File: src/pkg/lct_regs.svh
// register offsets, field positions, reset values and fixed codes of the loop code transmitter
`ifndef LCT_REGS_SVH
`define LCT_REGS_SVH
`define LCT_OFF_CTRL   8'h00
`define LCT_OFF_CMD    8'h04
`define LCT_OFF_STAT   8'h08
`define LCT_OFF_CHAN   8'h0c
`define LCT_OFF_ADDR   8'h10
`define LCT_PAGE_UP    2'b01
`define LCT_PAGE_DN    2'b10
`define LCT_F_MODE     0
`define LCT_F_FRAC     2
`define LCT_F_ESF      3
`define LCT_F_DDSALT   4
`define LCT_F_AUTO     5
`define LCT_F_SRC      6
`define LCT_F_SET      9
`define LCT_F_YEL      13
`define LCT_F_LIDLE    15
`define LCT_F_VOICE    16
`define LCT_F_UP       0
`define LCT_F_DN       1
`define LCT_F_INC      2
`define LCT_F_DEC      3
`define LCT_F_LBCLR    4
`define LCT_F_CH       8
`define LCT_F_ABCD     13
`define LCT_F_FMT      17
`define LCT_F_LEN      16
`define LCT_UP_RST     16'h0010
`define LCT_UP_LEN_RST 5'd5
`define LCT_DN_RST     16'h0004
`define LCT_DN_LEN_RST 5'd3
`define LCT_LEN_MIN    5'd3
`define LCT_LEN_MAX    5'd16
`define LCT_IDLE_RST   8'h7f
`define LCT_CH_RST     5'd1
`define LCT_CH_MAX     5'd24
`define LCT_ABCD_RST   4'h7
`define LCT_LLB_UP     16'hff70
`define LCT_LLB_DN     16'hff1c
`define LCT_PLB_UP     16'hff28
`define LCT_PLB_DN     16'hff4c
`define LCT_NET_UP     16'h0048
`define LCT_NET_DN     16'h0024
`endif

File: src/pkg/lct_pkg.sv
// types of the loop code transmitter
package lct_pkg;
   typedef enum logic [1:0] {LCT_TERM = 2'b00, LCT_DI = 2'b01, LCT_MON = 2'b10, LCT_LLB = 2'b11} lct_mode_t;
   typedef enum logic [2:0] {
      LCT_SRC_PROG = 3'b000, LCT_SRC_V54 = 3'b001, LCT_SRC_LLB = 3'b010, LCT_SRC_PLB = 3'b011,
      LCT_SRC_NET = 3'b100, LCT_SRC_ARM = 3'b101, LCT_SRC_NEAR = 3'b110, LCT_SRC_DISARM = 3'b111
   } lct_src_t;
   typedef enum logic [1:0] {LCT_YEL_OFF = 2'b00, LCT_YEL_ON = 2'b01, LCT_YEL_AUTO = 2'b10} lct_yel_t;
   typedef enum logic [1:0] {LCT_LB_NONE = 2'b00, LCT_LB_LINE = 2'b01, LCT_LB_PAY = 2'b10,
                             LCT_LB_FRAC = 2'b11} lct_lb_t;
   typedef enum logic [1:0] {LCT_RX_LINE = 2'b00, LCT_RX_PAY = 2'b01, LCT_RX_V54 = 2'b10,
                             LCT_RX_OTHER = 2'b11} lct_rx_t;
   typedef enum logic [1:0] {LCT_FMT_D1D = 2'b00, LCT_FMT_D2 = 2'b01, LCT_FMT_D34 = 2'b10} lct_fmt_t;
   typedef enum logic {LCT_ST_IDLE = 1'b0, LCT_ST_SEND = 1'b1} lct_state_t;
endpackage

File: src/core/lct_loop_code_tx.sv
// loop code transmitter with apb register file
//
// The implementer's own choices: the address map and the APB register port.
`timescale 1ns/1ps
`default_nettype none
`include "lct_regs.svh"
module lct_loop_code_tx #(
   parameter int unsigned NSETS      = 10,
   parameter logic [15:0] V54_UP     = 16'h0001,
   parameter logic [15:0] V54_DN     = 16'h0002,
   parameter logic [15:0] ARM_CODE   = 16'h0003,
   parameter logic [15:0] NEAR_CODE  = 16'h0005,
   parameter logic [15:0] DISARM_CODE = 16'h0006
)(
   input  wire logic        CLK_I,
   input  wire logic        RSTN_I,
   input  wire logic        PSEL_I,
   input  wire logic        PENABLE_I,
   input  wire logic        PWRITE_I,
   input  wire logic [7:0]  PADDR_I,
   input  wire logic [31:0] PWDATA_I,
   output logic [31:0]      PRDATA_O,
   output logic             PREADY_O,
   output logic             PSLVERR_O,
   input  wire logic        BIT_REQ_I,
   input  wire logic [2:0]  BIT_POS_I,
   input  wire logic        CHAN_ACTIVE_I,
   input  wire logic        PAY_BIT_I,
   output logic             TX_BIT_O,
   input  wire logic        OPP_BIT_I,
   output logic             OPP_BIT_O,
   input  wire logic        DL_REQ_I,
   input  wire logic        DL_BIT_I,
   output logic             DL_BIT_O,
   input  wire logic        LOS_I,
   input  wire logic        RX_UP_I,
   input  wire logic        RX_DN_I,
   input  wire logic [1:0]  RX_KIND_I,
   output logic             YELLOW_O,
   output logic             LINE_IDLE_O,
   output logic [1:0]       LOOPBACK_O,
   output logic             VOICE_EN_O,
   output logic [4:0]       VOICE_CHAN_O,
   output logic [3:0]       SIG_ABCD_O,
   output logic [1:0]       CHAN_FMT_O,
   output logic [10:0]      REP_ADDR_O
);
   logic                 rst_s1_reg;
   logic                 rst_n;
   logic                 los_s1_reg;
   logic                 los_reg;
   lct_pkg::lct_mode_t   mode_reg;
   logic                 frac_reg;
   logic                 esf_reg;
   logic                 dds_alt_reg;
   logic                 auto_reg;
   lct_pkg::lct_src_t    src_reg;
   logic [3:0]           set_reg;
   lct_pkg::lct_yel_t    yel_reg;
   logic                 lidle_reg;
   logic                 voice_reg;
   logic                 cmd_up_reg;
   logic                 cmd_dn_reg;
   logic [7:0]           idle_reg;
   logic [4:0]           chan_reg;
   logic [3:0]           abcd_reg;
   lct_pkg::lct_fmt_t    fmt_reg;
   logic [10:0]          addr_reg;
   lct_pkg::lct_lb_t     lb_reg;
   lct_pkg::lct_lb_t     lb_next;
   lct_pkg::lct_state_t  state_reg;
   lct_pkg::lct_state_t  state_next;
   logic [3:0]           idx_reg;
   logic [15:0]          up_code_reg [NSETS];
   logic [4:0]           up_len_reg  [NSETS];
   logic [15:0]          dn_code_reg [NSETS];
   logic [4:0]           dn_len_reg  [NSETS];
   logic [31:0]          rdata_next;
   logic [15:0]          cur_code;
   logic [4:0]           cur_len;

   // address decode of the numbered code pages
   function automatic logic page_hit(input logic [7:0] a, input logic [1:0] page);
      page_hit = (a[7:6] == page) && ({28'h0, a[5:2]} < NSETS);
   endfunction

   // reset release through two flops; assertion stays asynchronous
   always_ff @(posedge CLK_I or negedge RSTN_I) begin
      if (!RSTN_I) begin
         rst_s1_reg <= 1'b0;
         rst_n      <= 1'b0;
      end else begin
         rst_s1_reg <= 1'b1;
         rst_n      <= rst_s1_reg;
      end
   end

   // loss of signal comes from the line side, so synchronise it
   always_ff @(posedge CLK_I or negedge rst_n) begin
      if (!rst_n) begin
         los_s1_reg <= 1'b0;
         los_reg    <= 1'b0;
      end else begin
         los_s1_reg <= LOS_I;
         los_reg    <= los_s1_reg;
      end
   end

   // apb decode; slave never waits, so each access takes exactly two cycles
   wire logic       acc    = PSEL_I & PENABLE_I;
   wire logic       wr     = acc & PWRITE_I;
   wire logic [3:0] widx   = PADDR_I[5:2];
   wire logic       up_hit = page_hit(PADDR_I, `LCT_PAGE_UP);
   wire logic       dn_hit = page_hit(PADDR_I, `LCT_PAGE_DN);
   wire logic       w_ctrl = wr && PADDR_I == `LCT_OFF_CTRL;
   wire logic       w_cmd  = wr && PADDR_I == `LCT_OFF_CMD;
   wire logic       w_chan = wr && PADDR_I == `LCT_OFF_CHAN;
   wire logic       w_addr = wr && PADDR_I == `LCT_OFF_ADDR;
   wire logic       hit    = up_hit | dn_hit | PADDR_I == `LCT_OFF_CTRL | PADDR_I == `LCT_OFF_CMD |
                             PADDR_I == `LCT_OFF_STAT | PADDR_I == `LCT_OFF_CHAN | PADDR_I == `LCT_OFF_ADDR;
   assign PREADY_O  = 1'b1;
   assign PSLVERR_O = acc & ~hit;

   // field values carried by a write
   wire logic [4:0] w_len    = PWDATA_I[`LCT_F_LEN +: 5];
   wire logic       len_ok   = w_len >= `LCT_LEN_MIN && w_len <= `LCT_LEN_MAX;
   wire logic [3:0] w_set    = PWDATA_I[`LCT_F_SET +: 4];
   wire logic [4:0] w_ch     = PWDATA_I[`LCT_F_CH +: 5];
   wire logic [1:0] w_yel    = PWDATA_I[`LCT_F_YEL +: 2];
   wire logic [1:0] w_fmt    = PWDATA_I[`LCT_F_FMT +: 2];
   wire logic [3:0] w_abcd   = PWDATA_I[`LCT_F_ABCD +: 4];
   wire logic       inc_cmd  = w_cmd & PWDATA_I[`LCT_F_INC];
   wire logic       dec_cmd  = w_cmd & PWDATA_I[`LCT_F_DEC];
   wire logic       lb_clr   = w_cmd & PWDATA_I[`LCT_F_LBCLR];

   // read data is captured in the setup cycle and held through the access cycle
   always_comb begin
      rdata_next = 32'h0;
      if (up_hit) begin
         rdata_next = {11'h0, up_len_reg[widx], up_code_reg[widx]};
      end else if (dn_hit) begin
         rdata_next = {11'h0, dn_len_reg[widx], dn_code_reg[widx]};
      end else begin
         case (PADDR_I)
            `LCT_OFF_CTRL: rdata_next = {15'h0, voice_reg, lidle_reg, yel_reg, set_reg, src_reg,
                                         auto_reg, dds_alt_reg, esf_reg, frac_reg, mode_reg};
            `LCT_OFF_CMD:  rdata_next = {30'h0, cmd_dn_reg, cmd_up_reg};
            `LCT_OFF_STAT: rdata_next = {28'h0, los_reg, lb_reg, state_reg == lct_pkg::LCT_ST_SEND};
            `LCT_OFF_CHAN: rdata_next = {13'h0, fmt_reg, abcd_reg, chan_reg, idle_reg};
            `LCT_OFF_ADDR: rdata_next = {21'h0, addr_reg};
            default:       rdata_next = 32'h0;
         endcase
      end
   end

   always_ff @(posedge CLK_I or negedge rst_n) begin
      if (!rst_n) begin
         PRDATA_O <= 32'h0;
      end else if (PSEL_I && !PENABLE_I) begin
         PRDATA_O <= rdata_next;
      end
   end

   // code set storage; a write with an illegal length is dropped whole
   always_ff @(posedge CLK_I or negedge rst_n) begin
      if (!rst_n) begin
         for (int i = 0; i < NSETS; i++) begin
            up_code_reg[i] <= `LCT_UP_RST;
            up_len_reg[i]  <= `LCT_UP_LEN_RST;
            dn_code_reg[i] <= `LCT_DN_RST;
            dn_len_reg[i]  <= `LCT_DN_LEN_RST;
         end
      end else if (wr && len_ok) begin
         if (up_hit) begin
            up_code_reg[widx] <= PWDATA_I[15:0];
            up_len_reg[widx]  <= w_len;
         end
         if (dn_hit) begin
            dn_code_reg[widx] <= PWDATA_I[15:0];
            dn_len_reg[widx]  <= w_len;
         end
      end
   end

   // control register; illegal set numbers and yellow codes keep the old value
   always_ff @(posedge CLK_I or negedge rst_n) begin
      if (!rst_n) begin
         mode_reg    <= lct_pkg::LCT_TERM;
         frac_reg    <= 1'b0;
         esf_reg     <= 1'b0;
         dds_alt_reg <= 1'b0;
         auto_reg    <= 1'b0;
         src_reg     <= lct_pkg::LCT_SRC_PROG;
         set_reg     <= 4'h0;
         yel_reg     <= lct_pkg::LCT_YEL_OFF;
         lidle_reg   <= 1'b0;
         voice_reg   <= 1'b0;
      end else if (w_ctrl) begin
         mode_reg    <= lct_pkg::lct_mode_t'(PWDATA_I[`LCT_F_MODE +: 2]);
         frac_reg    <= PWDATA_I[`LCT_F_FRAC];
         esf_reg     <= PWDATA_I[`LCT_F_ESF];
         dds_alt_reg <= PWDATA_I[`LCT_F_DDSALT];
         auto_reg    <= PWDATA_I[`LCT_F_AUTO];
         src_reg     <= lct_pkg::lct_src_t'(PWDATA_I[`LCT_F_SRC +: 3]);
         lidle_reg   <= PWDATA_I[`LCT_F_LIDLE];
         voice_reg   <= PWDATA_I[`LCT_F_VOICE];
         if ({28'h0, w_set} < NSETS) begin
            set_reg <= w_set;
         end
         if (w_yel != 2'b11) begin
            yel_reg <= lct_pkg::lct_yel_t'(w_yel);
         end
      end
   end

   // command levels and the repeater address; inc and dec together cancel
   always_ff @(posedge CLK_I or negedge rst_n) begin
      if (!rst_n) begin
         cmd_up_reg <= 1'b0;
         cmd_dn_reg <= 1'b0;
         addr_reg   <= 11'h0;
      end else begin
         if (w_cmd) begin
            cmd_up_reg <= PWDATA_I[`LCT_F_UP];
            cmd_dn_reg <= PWDATA_I[`LCT_F_DN];
         end
         if (w_addr) begin
            addr_reg <= PWDATA_I[10:0];
         end else if (inc_cmd && !dec_cmd) begin
            addr_reg <= addr_reg + 11'h1;
         end else if (dec_cmd && !inc_cmd) begin
            addr_reg <= addr_reg - 11'h1;
         end
      end
   end

   // channel register; c/d only under esf, format only under sf
   always_ff @(posedge CLK_I or negedge rst_n) begin
      if (!rst_n) begin
         idle_reg <= `LCT_IDLE_RST;
         chan_reg <= `LCT_CH_RST;
         abcd_reg <= `LCT_ABCD_RST;
         fmt_reg  <= lct_pkg::LCT_FMT_D34;
      end else if (w_chan) begin
         idle_reg <= PWDATA_I[7:0];
         if (w_ch >= 5'd1 && w_ch <= `LCT_CH_MAX) begin
            chan_reg <= w_ch;
         end
         abcd_reg[3:2] <= w_abcd[3:2];
         if (esf_reg) begin
            abcd_reg[1:0] <= w_abcd[1:0];
         end
         if (!esf_reg && w_fmt != 2'b11) begin
            fmt_reg <= lct_pkg::lct_fmt_t'(w_fmt);
         end
      end
   end

   // current code: programmable set, v.54, fixed link pairs, or span commands
   always_comb begin
      cur_len  = `LCT_LEN_MAX;
      cur_code = 16'h0;
      case (src_reg)
         lct_pkg::LCT_SRC_PROG: begin
            cur_code = cmd_up_reg ? up_code_reg[set_reg] : dn_code_reg[set_reg];
            cur_len  = cmd_up_reg ? up_len_reg[set_reg] : dn_len_reg[set_reg];
         end
         lct_pkg::LCT_SRC_V54:    cur_code = cmd_up_reg ? V54_UP : V54_DN;
         lct_pkg::LCT_SRC_LLB:    cur_code = cmd_up_reg ? `LCT_LLB_UP : `LCT_LLB_DN;
         lct_pkg::LCT_SRC_PLB:    cur_code = cmd_up_reg ? `LCT_PLB_UP : `LCT_PLB_DN;
         lct_pkg::LCT_SRC_NET:    cur_code = cmd_up_reg ? `LCT_NET_UP : `LCT_NET_DN;
         lct_pkg::LCT_SRC_ARM:    cur_code = ARM_CODE;
         lct_pkg::LCT_SRC_NEAR:   cur_code = NEAR_CODE;
         lct_pkg::LCT_SRC_DISARM: cur_code = DISARM_CODE;
         default:                 cur_code = 16'h0;
      endcase
   end

   // legality of sending: terminate only, v.54 fractional, link codes esf only
   wire logic is_link = src_reg == lct_pkg::LCT_SRC_LLB || src_reg == lct_pkg::LCT_SRC_PLB ||
                        src_reg == lct_pkg::LCT_SRC_NET;
   wire logic v54_ok  = src_reg != lct_pkg::LCT_SRC_V54 || (frac_reg && !dds_alt_reg);
   wire logic link_ok = !is_link || esf_reg;
   wire logic send_rq = (cmd_up_reg | cmd_dn_reg) && mode_reg == lct_pkg::LCT_TERM && v54_ok && link_ok;
   wire logic sending = state_reg == lct_pkg::LCT_ST_SEND;
   wire logic strobe  = is_link ? DL_REQ_I : (BIT_REQ_I & CHAN_ACTIVE_I);
   wire logic [3:0] last_idx = 4'(cur_len - 5'd1);
   wire logic code_bit = cur_code[idx_reg];

   // sender fsm
   always_comb begin
      case (state_reg)
         lct_pkg::LCT_ST_IDLE: state_next = send_rq ? lct_pkg::LCT_ST_SEND : lct_pkg::LCT_ST_IDLE;
         lct_pkg::LCT_ST_SEND: state_next = send_rq ? lct_pkg::LCT_ST_SEND : lct_pkg::LCT_ST_IDLE;
         default:              state_next = lct_pkg::LCT_ST_IDLE;
      endcase
   end

   // bit index walks left-most first and wraps so the code repeats without a gap
   always_ff @(posedge CLK_I or negedge rst_n) begin
      if (!rst_n) begin
         state_reg <= lct_pkg::LCT_ST_IDLE;
         idx_reg   <= 4'h0;
      end else begin
         state_reg <= state_next;
         if (!sending) begin
            idx_reg <= last_idx;
         end else if (strobe) begin
            idx_reg <= (idx_reg == 4'h0) ? last_idx : idx_reg - 4'h1;
         end
      end
   end

   // payload path selection
   wire logic idle_mode = mode_reg == lct_pkg::LCT_TERM || mode_reg == lct_pkg::LCT_DI;
   wire logic idle_bit  = idle_reg[3'd7 - BIT_POS_I];
   wire logic tx_next   = (sending && !is_link && CHAN_ACTIVE_I) ? code_bit :
                          (!CHAN_ACTIVE_I && idle_mode) ? idle_bit : PAY_BIT_I;
   wire logic opp_next  = (mode_reg == lct_pkg::LCT_DI && CHAN_ACTIVE_I) ? idle_bit : OPP_BIT_I;
   wire logic dl_next   = (sending && is_link) ? code_bit : DL_BIT_I;

   // line outputs update one clock after their bit request
   always_ff @(posedge CLK_I or negedge rst_n) begin
      if (!rst_n) begin
         TX_BIT_O  <= 1'b0;
         OPP_BIT_O <= 1'b0;
         DL_BIT_O  <= 1'b0;
      end else begin
         if (BIT_REQ_I) begin
            TX_BIT_O  <= tx_next;
            OPP_BIT_O <= opp_next;
         end
         if (DL_REQ_I) begin
            DL_BIT_O <= dl_next;
         end
      end
   end

   // auto response; a received code wins over a software clear in the same cycle
   wire logic rx_ok = auto_reg && idle_mode && RX_KIND_I != lct_pkg::LCT_RX_OTHER &&
                      (mode_reg != lct_pkg::LCT_DI || RX_KIND_I == lct_pkg::LCT_RX_V54);
   always_comb begin
      lb_next = lb_reg;
      if (lb_clr || !auto_reg) begin
         lb_next = lct_pkg::LCT_LB_NONE;
      end
      if (rx_ok && RX_DN_I) begin
         lb_next = lct_pkg::LCT_LB_NONE;
      end else if (rx_ok && RX_UP_I) begin
         if (frac_reg || RX_KIND_I == lct_pkg::LCT_RX_V54) begin
            lb_next = lct_pkg::LCT_LB_FRAC;
         end else if (RX_KIND_I == lct_pkg::LCT_RX_PAY) begin
            lb_next = lct_pkg::LCT_LB_PAY;
         end else begin
            lb_next = lct_pkg::LCT_LB_LINE;
         end
      end
   end

   // alarm and status outputs
   always_ff @(posedge CLK_I or negedge rst_n) begin
      if (!rst_n) begin
         lb_reg      <= lct_pkg::LCT_LB_NONE;
         YELLOW_O    <= 1'b0;
         LINE_IDLE_O <= 1'b0;
      end else begin
         lb_reg      <= lb_next;
         YELLOW_O    <= idle_mode && (yel_reg == lct_pkg::LCT_YEL_ON ||
                        (yel_reg == lct_pkg::LCT_YEL_AUTO && los_reg));
         LINE_IDLE_O <= lidle_reg;
      end
   end

   assign LOOPBACK_O   = lb_reg;
   assign VOICE_EN_O   = voice_reg;
   assign VOICE_CHAN_O = chan_reg;
   assign SIG_ABCD_O   = abcd_reg;
   assign CHAN_FMT_O   = fmt_reg;
   assign REP_ADDR_O   = addr_reg;
endmodule
`default_nettype wire

File: config.mk
export PLATFORM = sky130hd
export DESIGN_NAME = lct_loop_code_tx
export DESIGN_NICKNAME = d
export VERILOG_FILES = /design/src/pkg/lct_pkg.sv /design/src/core/lct_loop_code_tx.sv
export VERILOG_INCLUDE_DIRS = /design/src /design/src/pkg
export SDC_FILE = /design/constraint.sdc
export NUM_CORES = 1
export LEC_CHECK = 0
export BUFFER_PORTS_ARGS = -buffer_cell sky130_fd_sc_hd__buf_2
export CAP_MARGIN = 20
export CELL_PAD_IN_SITES_DETAIL_PLACEMENT = 1
export CELL_PAD_IN_SITES_GLOBAL_PLACEMENT = 1
export CORE_ASPECT_RATIO = 2
export CORE_MARGIN = 10
export CORE_UTILIZATION = 50
export DETAILED_ROUTE_END_ITERATION = 16
export PLACE_DENSITY = 0.77
export RECOVER_POWER = 50
export SYNTH_ARGS = -nofsm -noshare
export SYNTH_HDL_FRONTEND = slang
export SYNTH_SLANG_ARGS = --single-unit
File: constraint.sdc
create_clock -name CLK_I -period 40.6 [get_ports CLK_I]
set_input_delay 6.09 -clock CLK_I [delete_from_list [all_inputs] [get_ports CLK_I]]
set_output_delay 6.09 -clock CLK_I [all_outputs]
set_load 0.02 [all_outputs]
==> results of run 1 <==
==> power by group <==
group | internal [mW] | switching, mW | total [mW]
clock | 0.265 | 0.204 | 0.469
sequential | 0.515 | 0.00978 | 0.525
combinational | 0.0243 | 0.0526 | 0.0768
==> worst max-delay path, cell delays in order <==
cell	delay, ns
buf_2	0.72
o21ai_0	0.33
nand3b_1	0.18
buf_4	0.52
nand4_1	0.16
nor2_1	0.11
buf_2	0.18
==> cell usage after synthesis (4+ instances only) <==
master     number
a222oi_1       21
o22ai_1        12
buf_1          24
and3_1          7
or2_2           4
o31ai_1         4
buf_6          12
a221o_1         9
o2111ai_1       4
clkbuf_1      134
nor3_1         18
nand2b_1       12
ha_1           12
a31oi_1         8
xnor2_1         4
buf_4          13
a22oi_1        19
or3_1           5
o21ai_0        85
a21o_1          5
mux4_1         20
inv_1          19
and2_1          6
a21oi_1        69
a221oi_1       27
buf_2          20
mux2_2        456
dfrtp_1       434
nor4_1          8
nor2_1         53
nand3_1        22
nand2_1       136
mux2i_1        55
nor2b_1        14
o211ai_1        7
nand4_1         4
a211oi_1        9
dfstp_2        72
xor2_1          9
o21bai_1        4
mux4_2        153
==> kinds of logic (layout without fill, tap and decap cells) <==
logic type	Yosys count	count (layout)	share of synthesized area, %
buffers and inverters	230	254	3.981
adder cells (fa/ha/maj)	13	13	0.6224
multiplexers	686	686	35.50
AO/OA/AOI/OAI	310	310	7.583
AND/OR/NAND/NOR	306	306	5.226
flip-flops	506	506	46.64
other	2	14	0.02747
XOR/XNOR	13	13	0.4164
==> stage by stage <==
step                hold WS, ns  util, %
floorplan                0.3312        -
global placement         0.3339    51.91
detailed placement       0.3386    51.91
CTS                      0.3598    54.83
global route             0.3708    54.71
finish                   0.3563    54.72
==> layer usage <==
layer	GRT usage (%)	vias to the layer above	part of all wire (%)	routed length, µm
li1	-	7810	-	-
met1	34.21	10470	34	33610
met2	49.84	1074	49	48260
met3	4.971	384	7.7	7482
met4	22.73	0	8.6	8387
met5	0	-	0	0
==> worst min-delay path by stage <==
| stage | end | start | slack (ns) | cells past startpoint |
|---|---|---|---|---|
| 6_report | rst_n | rst_s1_reg | 0.36 | 0 |
| 4_1_cts | rst_n | rst_s1_reg | 0.36 | 0 |
| 3_5_place_dp | rst_n | rst_s1_reg | 0.34 | 0 |
| 2_1_floorplan | los_reg | los_s1_reg | 0.33 | 0 |
| 5_1_grt | rst_n | rst_s1_reg | 0.37 | 0 |
| 3_3_place_gp | los_reg | los_s1_reg | 0.33 | 0 |
==> area by class of cell <==
type,count,area (µm²)
well taps,676,845.8
flip-flops and latches,506,12760
diodes,1,2.502
clock buffers,72,1413
multi-input cells,1341,13630
repair buffers,148,838.3
inverters,20,75.07
clock inverters,14,171.4
fillers,5344,24610
==> results.md, run 1 <==
- Hold-fix buffers, CTS: 0
- Layout cells sized above 1: between 40 and 50%
- Avg Cell Area, Syn: roughly 13 µm²
- Post-synth EDFFs: 0
- Vias/cell: around 7
- DRC marker count from the first detailed-route iteration: between 2k and 2.5k
- Placed inst area: around 28000 µm²
- Vias: around 20k
- Placer Congestion: between 0.9 and 1
- CP Data Arrival Time: roughly 8.3 ns
- Final instance area: ~30000 µm²
- Post-CTS sizing: 0
- H-tree depth: 2
- Max-cap viol count: 5
- # IOs: 123
- Post-DP HPWL: roughly 62 mm
- Warning count from the yosys run: 0
- Max VDD drop: approximately 0.03 mV
- Fin worst setup slack: between 20 and 30 ns
- GRT Total Usage: 30.10%
- Routed Antenna Nets: 0
- Status: finished, violations left
- Synth top area cells: dfrtp_1 (40%), mux2_2 (19%), mux4_2 (13%)
- Tmin final: roughly 14 ns
- # Post-CTS Setup Buffers: 0
- Num rows: around 120
- Setup TNS Final: 0 ns
- Worst setup path endpoint: PSLVERR_O
- Root Buffer: clkbuf_16
- PnR Total Power: ~1.1 mW
- Die ar.: around 65000 µm²
- Synth-to-layout area growth: 8.773%
- Final Cycle Share: a little over a third
- Worst Hold Class: flop to flop
- Initial antenna violation count: 1
- Nature of the critical path startpoint: input pin
- Clock transition at path regs: around 0.06 ns
- Die width: about 190 µm
- WL final: 97.74 mm
- WL/cell: roughly 35 µm
- CP Capture Type: primary output
- Ys flop type: dfrtp_1
- Post-synth ARST share: 100.0%
- Vias in the first global route: between 20k and 25k
- Starting Density: around half
- Largest area contributor in the netlist: dfrtp_1
- Fmax: about 0.07 GHz
- Buffers on Ports: between 90 and 100
- Worst reg-to-reg setup slack: between 20 and 30 ns
- Slew headroom: -585.3%
- CTS Buffer Depth: 3
- First-pass GRT wire length: approximately 140 mm
- Final Max Tran Viols: around 560
- Final setup vio count: 0
- Synth Instances: approximately 2.1k
- Worst EP required: 34.51 ns
- Die H: about 350 µm
- TritonCTS buffer count: 46
- R2r worst-path depth: 1
- Worst R2R Start: rst_n
- Pwr per Cell Area: roughly 36 nW/µm²
- Nets: around 2.1k
- Setup WS pre-CTS: 26.30 ns
- Unique masters post-synth: between 70 and 80
- RSZ-0062 raised after global routing: false
- Seq cells post-synth: roughly 510
- Drt drc: 0
- CTS tree: done
- Dpl cells: 2691
- Worst-case clock skew: 0.01478 ns
- CP Max Fanout: 27
- Commonest non-fill, non-tap cell in the layout: mux2_2
- Slew @ Worst Pin: just over 10 ns
- CTS Sinks: 506
- CORE AREA: roughly 54000 µm²
- Final Hold Viols: 0
- Violated checks: max-capacitance violations, max-slew violations
- CP startpoint: PADDR_I[5]
- Setup Crit Path Kind: input pin to primary output
- Largest net degree at the start of global routing: about 190
- Worst r2r dst: set_reg[0]
- Register area share after synthesis: roughly 47%
- Most frequent cells in the layout: mux2_2 (456), dfrtp_1 (431), mux4_2 (153)
- Clk_lat worst skew: a little under 0.6 ns
- Leakage Power: between 10 and 15 nW
- Grt total ovfl: 0
- Post-Syn Area: approximately 27000 µm²
- Top cell type's share of synthesized area: between 30 and 40%
- Final Instance Count excl. Fillers: about 2.8k
- Drt pass-1 iters: 8
Power figures use the tool's default switching activity.
==> inputs of run 2 (changes only) <==
--- a/config.mk
+++ b/config.mk
@@ -12,9 +12,9 @@
 export CELL_PAD_IN_SITES_GLOBAL_PLACEMENT = 1
 export CORE_ASPECT_RATIO = 2
 export CORE_MARGIN = 10
-export CORE_UTILIZATION = 50
+export CORE_UTILIZATION = 47
 export DETAILED_ROUTE_END_ITERATION = 16
-export PLACE_DENSITY = 0.77
+export PLACE_DENSITY = 0.76
 export RECOVER_POWER = 50
 export SYNTH_ARGS = -nofsm -noshare
 export SYNTH_HDL_FRONTEND = slang
==> constraint.sdc (replaced) <==
create_clock -name CLK_I -period 12.82 [get_ports CLK_I]
set_input_delay 1.923 -clock CLK_I [delete_from_list [all_inputs] [get_ports CLK_I]]
set_output_delay 1.923 -clock CLK_I [all_outputs]
set_load 0.02 [all_outputs]
==> run 2 against run 1 <==
Net effect:
- register-to-register slack lost 22 ns
- the flow still finishes with violations (max-capacitance violations, max-slew violations)
- via count decreased by 1.5%
- sequential share of layout area fell by 0.22 points
- global-route usage shrank 2.1 points
- core utilization decreased by 3.1 points
- sequential power rose to 3.2 times the previous value
- combinational power increased to 3.1 times the previous value
- highest routed layer is now met5
- non-clock buffer count decreased by 2
- clock skew increased by 0.0020 ns
- cell area is 0.53% higher
- cell count increased by 3.0%
==> results.md, run 2 (synthesis results as in run 1) <==
- CP Capture Type: asynchronous set/reset pin
- PnR Total Power: 3.433 mW (+220%)
- Max VDD drop: 0.08568 mV (+190%)
- Status: finished, violations left
- WL final: 97.18 mm (-0.57%)
- Leakage Power: 13.27 nW (-0.67%)
- Buffers on Ports: 99 (unchanged)
- CP Data Arrival Time: 6.60 ns (-1.70 ns)
- Clk pwr share: 44.5% (+0.7 points)
- Grt met1 use: 31.39% (-2.8 points)
- Post-DP HPWL: 62.74 mm (+1.2%)
- Fmax: about 0.13 GHz
- Final Hold Viols: 0 (unchanged)
- P_sw: 844.8 µW (+220%)
- Worst Hold Class: flop to flop
- Total internal power: 2.588 mW (+220%)
- Net Sw Frac: 24.61% (-0.29 points)
- Nets: 2134 (-0.047%)
- Starting Density: 47.25% (-3.1 points)
- First-pass GRT wire length: 143.2 mm (-0.21%)
- Worst EP required: 11.95 ns (-22.56 ns)
- Largest net degree at the start of global routing: 151 (-21%)
- TritonCTS buffer count: 47 (+2.2%)
- Layout fillers: 5730 (+7.2%)
- CTS Sinks: 506 (unchanged)
- Drt pass-1 iters: 7 (-1)
- Pwr per Cell Area: 114.8 nW/µm² (+220%)
- WL/cell: 33.97 µm (-3.5%)
- Final instance area: 29900 µm² (+0.53%)
- Most frequent cells in the layout: mux2_2 (456), dfrtp_1 (431), mux4_2 (153)
- Die width: 190.5 µm (+2.8%)
- Register area: 12760 µm² (unchanged)
- Setup Crit Path Kind: flop to asynchronous set/reset pin
- CTS Buffer Depth: 3 (unchanged)
- Vias/cell: 6.799 (-4.3%)
- GR peak layer: met2
- H-tree depth: 2 (unchanged)
- Final Max Tran Viols: 414 (-26%)
- Clock transition at path regs: 0.06 ns (about the same)
- Die ar.: 68800 µm² (+5.8%)
- Hold Path Stages: 0 (unchanged)
- Slew headroom: -176.0% (+410 points)
- # Post-CTS Setup Buffers: 0 (unchanged)
- Violated checks: max-capacitance violations, max-slew violations
- # diodes: 0 (-1)
- Slew @ Worst Pin: 4.140 ns (-6.139 ns)
- Comb power frac: 7.0% (-0.2 points)
- RSZ-0062 raised after global routing: false
- Die H: 361.1 µm (+3.0%)
- Vias: 19.45k (-1.5%)
- Area of the multi-input gates: 13610 µm² (-0.16%)
- Grt met3 use: 4.500% (-0.47 points)
- Num rows: 125 (+3.3%)
- Seq pwr share: 48.4% (-0.6 points)
- Layout cells sized above 1: 42.16% (-1.4 points)
- Final Cycle Share: roughly three fifths
- Synth-to-layout area growth: 9.345%
- GRT met2 Usage: 47.64% (-2.2 points)
- CORE AREA: 57870 µm² (+6.5%)
- Max-cap viol count: 6 (+1)
- Hold-fix buffers, CTS: 0 (unchanged)
- Setup TNS Final: 0 ns (unchanged)
- Final setup vio count: 0 (unchanged)
- Finished Core Util: 51.66% (-3.1 points)
- Commonest non-fill, non-tap cell in the layout: mux2_2
- Worst-case clock skew: 0.01676 ns (+0.001980 ns)
- Routed Antenna Nets: 0 (unchanged)
- Tmin final: about 7.5 ns
- Grt total ovfl: 0 (unchanged)
- Nature of the critical path startpoint: flop
- Clk_lat worst skew: 0.59 ns (about the same)
- Placed inst area: 28300 µm² (+0.31%)
- # IOs: 123 (unchanged)
- Root Buffer: clkbuf_16
- R2r worst-path depth: 2 (+1)
- Post-CTS sizing: 0 (unchanged)
- Placer Congestion: 0.9170 (+0.77%)
- Vias in the first global route: 21.36k (-0.37%)
- DRC marker count from the first detailed-route iteration: 1837 (-18%)
- CP Max Fanout: 150 (+460%)
- Drt drc: 0 (unchanged)
- Initial antenna violation count: 3 (+2)
- CTS tree: done
- GRT Total Usage: 28.01% (-2.1 points)
run 2: cell types whose count changed in the layout (fill, tap and decap cells not counted), moves of 2 or more:
cell	before	now
o41ai_1	0	2
buf_2	82	53
buf_12	0	3
buf_4	46	37
clkbuf_8	10	14
clkbuf_1	32	59
o41ai_2	2	0
run 2: final timing paths:
| path | start | end | slack, ns |
|---|---|---|---|
| min in group asynchronous | RSTN_I | rst_s1_reg | 1.13 |
| max | rst_n | set_reg[0] | 5.35 |
| max in group CLK_I | PADDR_I[4] | PSLVERR_O | 7.02 |
| max reg2reg | rst_n | set_reg[0] | 5.35 |
| min | rst_s1_reg | rst_n | 0.35 |
| min reg2reg | rst_s1_reg | rst_n | 0.35 |
run 2: layout make-up:
cell class | instances | share of cell area [%]
well taps | 762 | 3.189
clock inverters | 14 | 0.6613
clock buffers | 72 | 4.859
inverters | 20 | 0.2511
flip-flops and latches | 506 | 42.69
multi-input cells | 1341 | 45.52
repair buffers | 146 | 2.825
run 2: per-layer routing:
layer,routed length [µm],part of all wire [%],vias up
li1,-,-,7812
met5,14,0.014,-
met3,6326,6.5,361
met2,48940,50,934
met4,7819,8.0,2
met1,34080,35,10340
run 2: critical path, cell delays in order, from the launching register on:
cell,delay [ns]
dfrtp_1,2.25
buf_12,0.62
clkbuf_1,2.96
run 2: stage by stage:
step	setup slack, ns	hold WS [ns]	std cells
2_1_floorplan	4.648	0.3311	2077
3_3_place_gp	6.886	0.3324	2771
3_5_place_dp	6.730	0.3363	2773
4_1_cts	7.046	0.3547	2859
5_1_grt	3.858	0.3752	2861
6_report	5.349	0.3495	2861
run 2: power by group through the flow:
stage	Sequential (mW)	Clock [mW]	Combinational (mW)
2_1_floorplan	1.71	0	0.132
3_3_place_gp	1.69	0	0.233
3_5_place_dp	1.69	0	0.242
4_1_cts	1.66	1.55	0.243
5_1_grt	1.67	1.61	0.257
6_report	1.66	1.53	0.241
==> inputs of run 3 (changes only) <==
--- a/config.mk
+++ b/config.mk
@@ -6,15 +6,16 @@
 export SDC_FILE = /design/constraint.sdc
 export NUM_CORES = 1
 export LEC_CHECK = 0
+export ABC_AREA = 1
 export BUFFER_PORTS_ARGS = -buffer_cell sky130_fd_sc_hd__buf_2
 export CAP_MARGIN = 20
 export CELL_PAD_IN_SITES_DETAIL_PLACEMENT = 1
 export CELL_PAD_IN_SITES_GLOBAL_PLACEMENT = 1
 export CORE_ASPECT_RATIO = 2
 export CORE_MARGIN = 10
-export CORE_UTILIZATION = 47
+export CORE_UTILIZATION = 46
 export DETAILED_ROUTE_END_ITERATION = 16
-export PLACE_DENSITY = 0.76
+export PLACE_DENSITY = 0.79
 export RECOVER_POWER = 50
 export SYNTH_ARGS = -nofsm -noshare
 export SYNTH_HDL_FRONTEND = slang
==> constraint.sdc (replaced) <==
create_clock -name CLK_I -period 7.15 [get_ports CLK_I]
set_input_delay 1.0725 -clock CLK_I [delete_from_list [all_inputs] [get_ports CLK_I]]
set_output_delay 1.0725 -clock CLK_I [all_outputs]
set_load 0.02 [all_outputs]
==> run 3 against run 2 <==
Net effect:
- wire length is 19% higher
- first-iteration DRC count is 35% higher
- critical path type unchanged
- the flow still finishes with violations (max-capacitance violations, max-slew violations)
- via count is 38% higher
- critical endpoint is now up_len_reg[4]
==> results.md, run 3 <==
- Hold-fix buffers, CTS: 0 (unchanged)
- CTS Buffer Depth: 3 (unchanged)
- Violated checks: max-capacitance violations, max-slew violations
- Warning count from the yosys run: 0 (unchanged)
- Slew @ Worst Pin: 3.351 ns (-0.7897 ns)
- Final Hold Viols: 0 (unchanged)
- Synth-to-layout area growth: 9.436% (about the same)
- Routed Antenna Nets: 0 (unchanged)
- Worst r2r dst: up_len_reg[4]
- Tmin final: 4.864 ns (-2.607 ns)
- Layout fillers: 7266 (+27%)
- Die width: 191.0 µm (+0.22%)
- TritonCTS buffer count: 48 (+2.1%)
- CP Cell Sequence: clkbuf_2
- Count leader, synth: nand2_1
- Vias in the first global route: 28.34k (+33%)
- Crit path max-delay cell type: clkbuf_2
- Final Max Tran Viols: 220 (-47%)
- H-tree depth: 2 (unchanged)
- Pwr per Cell Area: 209.4 nW/µm² (+82%)
- Fmax: 0.2056 GHz (+54%)
- DRC marker count from the first detailed-route iteration: 2474 (+35%)
- Setup Crit Path Kind: flop to asynchronous set/reset pin
- Synth Instances: 3513 (+70%)
- # Post-CTS Setup Buffers: 0 (unchanged)
- Post-synth EDFFs: 0 (unchanged)
- GRT Total Usage: 33.04% (+5.0 points)
- Seq cells post-synth: 506 (unchanged)
- Vias/cell: 6.295 (-7.4%)
- Worst R2R Start: rst_n
- CTS Sinks: 506 (unchanged)
- Drt drc: 0 (unchanged)
- Nature of the critical path startpoint: flop
- Clk_lat worst skew: 0.61 ns (+0.02 ns)
- Worst reg-to-reg setup slack: 2.29 ns (-3.06 ns)
- CP max stage delay: 2.51 ns (-0.45 ns)
- CP Data Arrival Time: 4.81 ns (-1.79 ns)
- Synth top area cells: dfrtp_1 (40%), nand2_1 (15%), dfstp_2 (7.0%)
- Die ar.: 69120 µm² (+0.46%)
- Largest net degree at the start of global routing: 170 (+13%)
- RSZ-0062 raised after global routing: false
- Leakage Power: 12.83 nW (-3.3%)
- Area of the multi-input gates: 11950 µm² (-12%)
- Vias: 26.92k (+38%)
- Grt total ovfl: 0 (unchanged)
- Initial antenna violation count: 1 (-2)
- R2r worst-path depth: 1 (-1)
- Worst Hold Class: input pin to asynchronous set/reset pin
- Final setup vio count: 0 (unchanged)
- Largest delay contributor family on the critical path: buffers and inverters
- Starting Density: 46.35% (-0.90 points)
- Avg Cell Area, Syn: 7.655 µm² (-42%)
- Finished Core Util: 50.72% (-0.94 points)
- Max-cap viol count: 3 (-3)
- # IOs: 123 (unchanged)
- Register area: 12760 µm² (about the same)
- Register area share after synthesis: 47.42% (+0.78 points)
- Buffers on Ports: 99 (unchanged)
- Ys flop type: dfrtp_1
- Largest area contributor in the netlist: dfrtp_1
- WL final: 115.7 mm (+19%)
- Status: finished, violations left
- Top cell type's share of synthesized area: 40.39% (+0.66 points)
- Post-Syn Area: 26890 µm² (-1.6%)
- Final Cycle Share: 68.03% (+9.7 points)
- Placer Congestion: 0.9535 (+4.0%)
- Num rows: 125 (unchanged)
- Unique masters post-synth: 50 (-37%)
- Clock transition at path regs: 0.06 ns (about the same)
- Layout cells sized above 1: 10.02% (-32 points)
- Die H: 361.9 µm (+0.23%)
- Buffers and inverters on the worst path: 1 (-1)
- CTS tree: done
- Nets: 3546 (+66%)
- Drt pass-1 iters: 5 (-2)
- CORE AREA: 58020 µm² (+0.27%)
- Post-DP HPWL: 75.39 mm (+20%)
- Worst-case clock skew: 0.01976 ns (+0.003006 ns)
- Setup TNS Final: 0 ns (unchanged)
- Slew headroom: -123.4% (+53 points)
- Max VDD drop: 0.1721 mV (+100%)
- Worst EP required: 7.10 ns (-4.85 ns)
- Post-synth ARST share: 100.0% (unchanged)
- WL/cell: 27.05 µm (-20%)
- Root Buffer: clkbuf_16
- Synth cell count leaders: nand2_1 (1072), dfrtp_1 (434), o21ai_1 (364)
- Most frequent cells in the layout: nand2_1 (1056), dfrtp_1 (431), o21ai_1 (364)
- CP Capture Type: asynchronous set/reset pin
- Commonest non-fill, non-tap cell in the layout: nand2_1
- Post-CTS sizing: 0 (unchanged)
- First-pass GRT wire length: 174.8 mm (+22%)
- CP Max Fanout: 133 (-11%)
-- run 3: cell types whose count changed after synthesis, moves of 56 or more --
cell,delta
nand3_1,+177
nand2_1,+936
mux2_2,-456
mux4_2,-153
o21ai_1,+362
nor2_1,+56
o21ai_0,+162
inv_1,+237
a22oi_1,+75
-- run 3: how the worst max path moves through the flow --
stage / from / endpoint / slack, ns / cells past startpoint
after floorplan: rst_n / CHAN_FMT_O[0] / 2.26 / 0
after global placement: PADDR_I[2] / REP_ADDR_O[9] / 2.35 / 21
after detailed placement: PADDR_I[2] / REP_ADDR_O[9] / 2.26 / 21
after CTS: PADDR_I[4] / PSLVERR_O / 2.73 / 9
after global routing: rst_n / up_len_reg[4] / 1.44 / 1
final: rst_n / up_len_reg[4] / 2.29 / 1
-- run 3: logic make-up after synthesis --
group,count (synthesis),synth area share [%]
compound gates,1017,21.72
xor+xnor,5,0.1629
fa+ha+maj,13,0.6328
buf+inv,541,8.584
flops,506,47.42
other cells,2,0.02793
simple gates,1429,21.45
-- run 3: metrics by stage --
stage | power, mW | setup slack [ns] | instances | hold WS [ns] | area (µm²)
final | 6.163 | 2.286 | 4277 | 0.2443 | 29430
after global routing | 6.343 | 1.440 | 4276 | 0.2343 | 29430
after CTS | 6.183 | 2.729 | 4266 | 0.2281 | 29240
after detailed placement | 3.533 | 2.260 | 4176 | 0.3492 | 27640
after global placement | 3.512 | 2.351 | 4175 | 0.3360 | 27620
after floorplan | 3.320 | 2.259 | 3524 | 0.3312 | 26940
-- run 3: area by class of cell --
class | instances | area share (%)
inverters | 286 | 3.682
well taps | 762 | 3.240
diodes | 1 | 0.008503
clock buffers | 77 | 5.102
multi-input cells | 2477 | 40.61
clock inverters | 13 | 0.3401
repair buffers | 155 | 3.669
flip-flops and latches | 506 | 43.35
-- run 3: where the power goes --
part           total (mW)  internal [mW]  switching (mW)
clock                2.67           1.48            1.20
combinational       0.501          0.110           0.391
sequential           2.99           2.94          0.0550
total                6.16           4.52            1.64
-- run 3: metal layers --
metal	vias up	global-route usage (%)	wire length [µm]
li1	11660	-	-
met1	13530	39.00	43660
met2	1314	54.22	54780
met3	415	5.113	8613
met4	0	22.54	8633
met5	-	0	0
